## config.mk

```make
export PLATFORM = sky130hd
export DESIGN_NAME = tcw_unit
export DESIGN_NICKNAME = d
export VERILOG_FILES = /design/src/common/tcw_pkg.sv /design/src/verilog/tcw_unit.sv
export SDC_FILE = /design/constraint.sdc
export NUM_CORES = 1
export LEC_CHECK = 0
export BUFFER_PORTS_ARGS = -buffer_cell sky130_fd_sc_hd__buf_4
export CAP_MARGIN = 0
export CORE_MARGIN = 2
export CORE_UTILIZATION = 57
export CTS_BUF_LIST = sky130_fd_sc_hd__clkbuf_4
export DETAILED_ROUTE_END_ITERATION = 7
export GPL_TIMING_DRIVEN = 0
export PLACE_DENSITY = 0.9
export SETUP_SLACK_MARGIN = 0.05
export SYNTH_ARGS = -nofsm -noshare
export SYNTH_HDL_FRONTEND = slang
export SYNTH_SLANG_ARGS = --single-unit
```

## constraint.sdc

```tcl
create_clock -name clk_i -period 3 [get_ports clk_i]
set_input_delay 0 -clock clk_i [delete_from_list [all_inputs] [get_ports clk_i]]
set_output_delay 0 -clock clk_i [all_outputs]
set_load 0.02 [all_outputs]
```

## src/common/tcw_pkg.sv

```systemverilog
// Package for the timer compare/waveform unit: register map, field layout,
// mode and action codes, and the pin carrier type.
// Assumes one 25 MHz clock domain and a Wishbone classic register bus.
package tcw_pkg;
  // Register byte offsets
  localparam logic [7:0] TCW_OFF_CTRL = 8'h00;
  localparam logic [7:0] TCW_OFF_FORCE = 8'h04;
  localparam logic [7:0] TCW_OFF_COUNT = 8'h08;
  localparam logic [7:0] TCW_OFF_CMPA = 8'h0c;
  localparam logic [7:0] TCW_OFF_CMPB = 8'h10;
  localparam logic [7:0] TCW_OFF_FLAGS = 8'h14;
  localparam logic [7:0] TCW_OFF_PORT = 8'h18;
  // Control field positions
  localparam int TCW_CTRL_WGM_LSB = 0;
  localparam int TCW_CTRL_COMA_LSB = 4;
  localparam int TCW_CTRL_COMB_LSB = 6;
  // Flag and port bit positions
  localparam int TCW_FLG_OVF = 0;
  localparam int TCW_FLG_CFA = 1;
  localparam int TCW_FLG_CFB = 2;
  localparam int TCW_PORT_DATA_A = 0;
  localparam int TCW_PORT_DATA_B = 1;
  localparam int TCW_PORT_DIR_A = 2;
  localparam int TCW_PORT_DIR_B = 3;
  // Waveform modes
  localparam logic [2:0] TCW_WGM_NORMAL = 3'h0;
  localparam logic [2:0] TCW_WGM_CTC = 3'h2;
  localparam logic [2:0] TCW_WGM_FPWM_MAX = 3'h3;
  localparam logic [2:0] TCW_WGM_FPWM_CMPA = 3'h7;
  // Output actions
  localparam logic [1:0] TCW_COM_NONE = 2'h0;
  localparam logic [1:0] TCW_COM_TOGGLE = 2'h1;
  localparam logic [1:0] TCW_COM_CLEAR = 2'h2;
  localparam logic [1:0] TCW_COM_SET = 2'h3;
  // Counter limits and reset values
  localparam logic [7:0] TCW_MAX = 8'hff;
  localparam logic [7:0] TCW_BOTTOM = 8'h00;
  localparam logic [7:0] TCW_RST_BYTE = 8'h00;

  typedef struct packed {
    logic val;
    logic oe;
  } tcw_pin_t;
endpackage

```

## src/verilog/tcw_unit.sv

```systemverilog
// Compare-match waveform unit of an 8-bit timer with Wishbone classic registers.
// Assumes tick_i is a one-cycle timer-clock enable from a prescaler on clk_i.

// Behaviour
// - Nonzero action field routes compare output to pin
// - Pin direction still follows port direction bit
// - Override works in every waveform mode
// - Action zero leaves compare output unchanged
// - New action field applies at next match
// - Force strobe applies action now, non-PWM
// - Mode sets counting; action sets output only
// - Mode 0 counts up, wraps FF to 00
// - Normal mode overflow flag set at zero
// - Mode 2 clears counter on compare A
// - Clear-on-match sets flag A each period
// - Unbuffered compare A may miss, wraps first
// - Action 1 toggles output A per match
// - Toggle period is one plus compare A
// - Clear-on-match overflow flag at max-to-zero
// - Modes 3 and 7 count zero to top
// - Fast PWM clears the cycle after top
// - Action 2 clears on match, sets at bottom
// - Fast PWM overflow flag set at top
// - Compare zero spikes; compare max constant
// - Fast PWM action 1 toggles, buffered compare
// - PWM buffers compare values, others bypass
// - Compare flag set next tick; write one clears
// - Force changes output only, no flag or counter
// - Counter write blocks matches next tick
module tcw_unit (
  input wire logic clk_i,
  input wire logic rst_i,
  input wire logic tick_i,
  input wire logic wb_cyc_i,
  input wire logic wb_stb_i,
  input wire logic wb_we_i,
  input wire logic [7:0] wb_adr_i,
  input wire logic [31:0] wb_dat_i,
  input wire logic [3:0] wb_sel_i,
  output logic [31:0] wb_dat_o,
  output logic wb_ack_o,
  output tcw_pkg::tcw_pin_t pin_a_o,
  output tcw_pkg::tcw_pin_t pin_b_o
);

  typedef struct packed {
    logic [7:0] cnt;
    logic [7:0] cmp_a;
    logic [7:0] cmp_b;
    logic [7:0] buf_a;
    logic [7:0] buf_b;
    logic [2:0] wgm;
    logic [1:0] com_a;
    logic [1:0] com_b;
    logic oc_a;
    logic oc_b;
    logic ovf;
    logic cf_a;
    logic cf_b;
    logic pend_a;
    logic pend_b;
    logic block;
    logic [7:0] gap;
    logic gap_ok;
    logic [3:0] port;
    logic ack;
    logic [31:0] dat;
    tcw_pkg::tcw_pin_t pin_a;
    tcw_pkg::tcw_pin_t pin_b;
  } tcw_state_t;

  tcw_state_t st_ff;
  tcw_state_t nxt_st;
  logic bus_req;
  logic wr;
  logic cnt_wr;
  logic pwm;
  logic [7:0] top;
  logic at_top;
  logic match_a;
  logic match_b;
  logic [7:0] wbyte;

  function automatic logic act(input logic [1:0] com, input logic oc);
    case (com)
      tcw_pkg::TCW_COM_TOGGLE: act = ~oc;
      tcw_pkg::TCW_COM_CLEAR: act = 1'b0;
      tcw_pkg::TCW_COM_SET: act = 1'b1;
      default: act = oc;
    endcase
  endfunction

  always_comb begin
    nxt_st = st_ff;
    bus_req = wb_cyc_i & wb_stb_i & ~st_ff.ack;
    wr = bus_req & wb_we_i & wb_sel_i[0];
    wbyte = wb_dat_i[7:0];
    cnt_wr = wr && (wb_adr_i == tcw_pkg::TCW_OFF_COUNT);
    // The mode field picks the count sequence; compare A gives top in mode 7
    pwm = (st_ff.wgm == tcw_pkg::TCW_WGM_FPWM_MAX) || (st_ff.wgm == tcw_pkg::TCW_WGM_FPWM_CMPA);
    top = (st_ff.wgm == tcw_pkg::TCW_WGM_FPWM_CMPA) ? st_ff.cmp_a : tcw_pkg::TCW_MAX;
    at_top = st_ff.cnt == top;
    match_a = (st_ff.cnt == st_ff.cmp_a) && ~st_ff.block;
    match_b = (st_ff.cnt == st_ff.cmp_b) && ~st_ff.block;

    nxt_st.ack = bus_req;
    if (bus_req && !wb_we_i) begin
      case (wb_adr_i)
        tcw_pkg::TCW_OFF_CTRL: nxt_st.dat = {24'h0, st_ff.com_b, st_ff.com_a, 1'b0, st_ff.wgm};
        tcw_pkg::TCW_OFF_COUNT: nxt_st.dat = {24'h0, st_ff.cnt};
        tcw_pkg::TCW_OFF_CMPA: nxt_st.dat = {24'h0, st_ff.buf_a};
        tcw_pkg::TCW_OFF_CMPB: nxt_st.dat = {24'h0, st_ff.buf_b};
        tcw_pkg::TCW_OFF_FLAGS: nxt_st.dat = {29'h0, st_ff.cf_b, st_ff.cf_a, st_ff.ovf};
        tcw_pkg::TCW_OFF_PORT: nxt_st.dat = {28'h0, st_ff.port};
        default: nxt_st.dat = 32'h0;
      endcase
    end

    // Write-one-to-clear first, so a same-cycle hardware set wins
    if (wr && (wb_adr_i == tcw_pkg::TCW_OFF_FLAGS)) begin
      if (wbyte[tcw_pkg::TCW_FLG_OVF]) nxt_st.ovf = 1'b0;
      if (wbyte[tcw_pkg::TCW_FLG_CFA]) nxt_st.cf_a = 1'b0;
      if (wbyte[tcw_pkg::TCW_FLG_CFB]) nxt_st.cf_b = 1'b0;
    end

    if (tick_i) begin
      nxt_st.block = 1'b0;
      // Flag trails the match by one timer clock
      nxt_st.pend_a = match_a;
      nxt_st.pend_b = match_b;
      if (st_ff.pend_a) nxt_st.cf_a = 1'b1;
      if (st_ff.pend_b) nxt_st.cf_b = 1'b1;
      if (pwm) begin
        if (at_top) begin
          nxt_st.cnt = tcw_pkg::TCW_BOTTOM;
          nxt_st.ovf = 1'b1;
          nxt_st.cmp_a = st_ff.buf_a;
          nxt_st.cmp_b = st_ff.buf_b;
        end else begin
          nxt_st.cnt = st_ff.cnt + 8'h01;
        end
      end else begin
        if ((st_ff.wgm == tcw_pkg::TCW_WGM_CTC) && match_a) begin
          nxt_st.cnt = tcw_pkg::TCW_BOTTOM;
        end else begin
          // A missed compare A simply rolls on through max
          nxt_st.cnt = st_ff.cnt + 8'h01;
        end
        if (st_ff.cnt == tcw_pkg::TCW_MAX) nxt_st.ovf = 1'b1;
      end
      // Action field read at the match itself, so a new value waits for one
      if (match_a) nxt_st.oc_a = act(st_ff.com_a, st_ff.oc_a);
      if (match_b) nxt_st.oc_b = act(st_ff.com_b, st_ff.oc_b);
      // Bottom restart wins over a match at top, giving the constant level
      if (pwm && at_top && st_ff.com_a[1]) nxt_st.oc_a = ~st_ff.com_a[0];
      if (pwm && at_top && st_ff.com_b[1]) nxt_st.oc_b = ~st_ff.com_b[0];
    end

    if (wr) begin
      case (wb_adr_i)
        tcw_pkg::TCW_OFF_CTRL: begin
          nxt_st.wgm = wbyte[tcw_pkg::TCW_CTRL_WGM_LSB +: 3];
          nxt_st.com_a = wbyte[tcw_pkg::TCW_CTRL_COMA_LSB +: 2];
          nxt_st.com_b = wbyte[tcw_pkg::TCW_CTRL_COMB_LSB +: 2];
        end
        tcw_pkg::TCW_OFF_FORCE: begin
          // Force never touches the flags or the counter
          if (!pwm && wbyte[0]) nxt_st.oc_a = act(st_ff.com_a, st_ff.oc_a);
          if (!pwm && wbyte[1]) nxt_st.oc_b = act(st_ff.com_b, st_ff.oc_b);
        end
        tcw_pkg::TCW_OFF_COUNT: begin
          // Processor write outranks count and clear
          nxt_st.cnt = wbyte;
          nxt_st.block = 1'b1;
        end
        tcw_pkg::TCW_OFF_CMPA: begin
          nxt_st.buf_a = wbyte;
          if (!pwm) nxt_st.cmp_a = wbyte;
        end
        tcw_pkg::TCW_OFF_CMPB: begin
          nxt_st.buf_b = wbyte;
          if (!pwm) nxt_st.cmp_b = wbyte;
        end
        tcw_pkg::TCW_OFF_PORT: nxt_st.port = wbyte[3:0];
        default: nxt_st.port = nxt_st.port;
      endcase
    end

    // Ticks since the last clear-on-match reload; any bus write spoils the measure
    if (wr) begin
      nxt_st.gap_ok = 1'b0;
    end else if (tick_i && match_a) begin
      nxt_st.gap = tcw_pkg::TCW_BOTTOM;
      nxt_st.gap_ok = (st_ff.wgm == tcw_pkg::TCW_WGM_CTC);
    end else if (tick_i) begin
      nxt_st.gap = st_ff.gap + 8'h01;
    end

    // Override is mode independent; direction stays with the port
    nxt_st.pin_a.val = (nxt_st.com_a != tcw_pkg::TCW_COM_NONE) ? nxt_st.oc_a
                       : nxt_st.port[tcw_pkg::TCW_PORT_DATA_A];
    nxt_st.pin_b.val = (nxt_st.com_b != tcw_pkg::TCW_COM_NONE) ? nxt_st.oc_b
                       : nxt_st.port[tcw_pkg::TCW_PORT_DATA_B];
    nxt_st.pin_a.oe = nxt_st.port[tcw_pkg::TCW_PORT_DIR_A];
    nxt_st.pin_b.oe = nxt_st.port[tcw_pkg::TCW_PORT_DIR_B];
  end

  always_ff @(posedge clk_i) begin
    if (rst_i) begin
      st_ff <= '0;
    end else begin
      st_ff <= nxt_st;
    end
  end

  assign wb_dat_o = st_ff.dat;
  assign wb_ack_o = st_ff.ack;
  assign pin_a_o = st_ff.pin_a;
  assign pin_b_o = st_ff.pin_b;
endmodule

```

==> flow_metrics.env <==
export IMPL_final_net_count=631
export IMPL_netSwitchingPower_mw=0.488
export IMPL_grt_max_degree=12
export IMPL_synth_edf_count=0
export IMPL_crit_arrival_ns=3.04
export IMPL_grt_setup_unrepaired="false"
export IMPL_crit_chain="buf_2, inv_1, a2111o_1, or3b_2, nor3_4, nor3_1, a221oi_1, nor3_1"
export IMPL_vias_per_cell=6.16
export IMPL_grt_pass1_wl_um=19400
export IMPL_run_status="complete, no violations"
export IMPL_firstDrtPassIters=6
export IMPL_cts_tree="yes"
export IMPL_cts_buffers=9
export IMPL_layout_cells_non_filler=680
export IMPL_antenna_found_initial=0
export IMPL_syn_area_per_cell_sq_um=8.01
export IMPL_drive_gt1_frac=0.190
export IMPL_drt_iter0_drc=569
export IMPL_synth_most_common_cell="dfxtp_1"
export IMPL_seq_power_share=0.509
export IMPL_wire_per_inst_um=18.3
export IMPL_post_cts_buffers=0
export IMPL_vias=4191
export IMPL_synth_area_top_cells="dfxtp_1 (35%), buf_4 (7.2%), mux2i_1 (6.4%)"
export IMPL_slowest_stage="or3b_2"
export IMPL_fin_crit_ns=2.74
export IMPL_required_ns=3.30
export IMPL_overflow=0
export IMPL_ys_flop_type="dfxtp_1"
export IMPL_clock_latency_ns=0.42
export IMPL_setup_viol=0
export IMPL_htreeDepth=3
export IMPL_coreArea_sq_um=6830
export IMPL_synth_top_area_cell="dfxtp_1"
export IMPL_initial_core_util=0.594
export IMPL_crit_path_max_incr_delay_ns=0.56
export IMPL_area_growth_pct=17.0
export IMPL_synth_warnings=0
export IMPL_ir_drop_v=0.000311
export IMPL_clock_fmax_ghz=0.365
export IMPL_critical_path_top_delay_family="simple AND/OR/NAND/NOR gates"
export IMPL_diodes=0
export IMPL_maxSlewHeadroom=0.477
export IMPL_gp_congestion=1.00
export IMPL_synthXorXnorAreaFrac=0.0194
export IMPL_dieArea_sq_um=7810
export IMPL_post_route_period_util=0.913
export IMPL_tns_ns=0
export IMPL_async_flop_share=0
export IMPL_synth_cell_types=59
export IMPL_ant_nets=0
export IMPL_postRouteWirelength_um=12500
export IMPL_synth_compound_area_frac=0.184
export IMPL_power_leakage_nw=1.82
export IMPL_row_count=30
export IMPL_ys_ff_latch=70
export IMPL_clockRootBuffer="clkbuf_4"
export IMPL_die_w_um=88.4
export IMPL_synthAdderAreaFrac=0.00308
export IMPL_remaining_drc_errors=0
export IMPL_p_int_mw=1.38
export IMPL_synth_top_family_by_area="simple AND/OR/NAND/NOR gates"
export IMPL_cap_viol_max_count=0
export IMPL_synth_top_area_share=0.345
export IMPL_synth_seq_area_share=0.345
export IMPL_end_kind="flop"
export IMPL_power_switching_share=0.261
export IMPL_p_clk_frac=0.370
export IMPL_p_per_area_nw_per_um2=393
export IMPL_cts_buffer_depth=2
export IMPL_combPwrFrac=0.120
export IMPL_syn_area_sq_um=4060
export IMPL_syn_inst=507
export IMPL_hold_violations=0
export IMPL_pin_count=87
export IMPL_startpoint_type="flop"
export IMPL_worst_pin_slew_ns=0.779
export IMPL_post_place_cells=657
export IMPL_path_clk_slew_ns=0.12
export IMPL_synth_commonest_cells="dfxtp_1 (70), nand2_1 (61), nor2_1 (54)"
export IMPL_finClkSkew_ns=0.0186
export IMPL_grt_use_total=0.332
export IMPL_dpl_hpwl_um=8810
export IMPL_path_buf_inv=2
export IMPL_path_class="flop to flop"
export IMPL_synth_simple_area_share=0.239
export IMPL_first_global_vias=3805
export IMPL_io_buffers=31
export IMPL_cp_max_fo=8
export IMPL_cts_sinks=70
export IMPL_crit_top_cell="nor3_1"
export IMPL_hold_path_class="input pin to flop"
export IMPL_synth_mux_area_frac=0.0835
export IMPL_die_h_um=88.4
export IMPL_maxSlewViolCount=0
==> power groups by stage <==
| stage | Clock [mW] | Combinational, mW | Sequential (mW) |
|---|---|---|---|
| after floorplan | 0 | 0.139 | 0.968 |
| after global placement | 0 | 0.203 | 0.971 |
| after detailed placement | 0 | 0.206 | 0.971 |
| after CTS | 0.689 | 0.217 | 0.950 |
| after global routing | 0.725 | 0.240 | 0.953 |
| final | 0.691 | 0.225 | 0.951 |
==> logic make-up after synthesis <==
| logic type | count (synthesis) |
|---|---|
| buf+inv | 84 |
| compound gates | 106 |
| other cells | 1 |
| xor+xnor | 9 |
| mux | 30 |
| fa+ha+maj | 1 |
| flops | 70 |
| simple gates | 206 |
==> state kept, by name, indices dropped and copies added (netlist names) <==
| signal | count |
|---|---|
| st_ff | 59 |
| wb_ack_o | 1 |
| wb_dat_o | 8 |
| pin_a_o | 1 |
| pin_b_o | 1 |
==> per-layer routing <==
metal	part of all wire	GRT usage
met2	0.44	0.506
met4	0.053	0.179
met5	0	0
met3	0.14	0.0942
met1	0.36	0.425
==> cell type report <==
type,instances,area [sq um]
multi-input cells,376,2240
fillers,582,2080
flip-flops and latches,70,1400
plain buffers,71,459
repair buffers,40,323
well taps,96,120
clock buffers,11,82.6
clock inverters,4,72.6
inverters,12,45.0
==> cell usage in the layout (no fill, tap or decap), drive strengths merged, types with 7 or more instances in the layout <==
| cell | instances |
|---|---|
| buf | 79 |
| dfxtp | 70 |
| nand2 | 61 |
| nor2 | 54 |
| clkbuf | 34 |
| a21oi | 32 |
| nand3 | 27 |
| mux2i | 26 |
| conb | 24 |
| nor3 | 21 |
| a211oi | 21 |
| nor2b | 13 |
| o21ai | 12 |
| inv | 12 |
| xor2 | 9 |
| dlygate4sd3 | 9 |
| and3 | 7 |
==> tightest hold or removal path, stage by stage <==
cell and delay, ns:
buf_4 0.09, nor2_1 0.13, nand3_1 0.12, a21oi_1 0.06
==> stage by stage <==
stage	area (sq um)	setup slack [ns]	hold slack, ns	utilization	total power [mW]
CTS	4740	0.161	0.0104	0.694	1.86
global placement	4500	0.208	0.303	0.658	1.17
detailed placement	4500	0.172	0.317	0.658	1.18
finish	4750	0.261	0.0149	0.695	1.87
floorplan	4150	0.618	0.136	-	1.11
global route	4750	0.102	0.0622	0.695	1.92
==> worst paths after layout <==
check | from | end | slack (ns) | cells after the start
max | st_ff[100] | st_ff[101] | 0.26 | 8
min | wb_adr_i[3] | st_ff[63] | 0.01 | 4
min reg2reg | st_ff[77] | st_ff[77] | 0.49 | 2
max reg2reg | st_ff[100] | st_ff[101] | 0.26 | 8
==> timing repair <==
action | in CTS | in global routing
hold buffers | 9 | 0
setup endpoints to repair | 0 | 7
hold endpoints to repair | 41 | 0
gates resized for setup | 0 | 2
(Power assumes the default switching activity.)
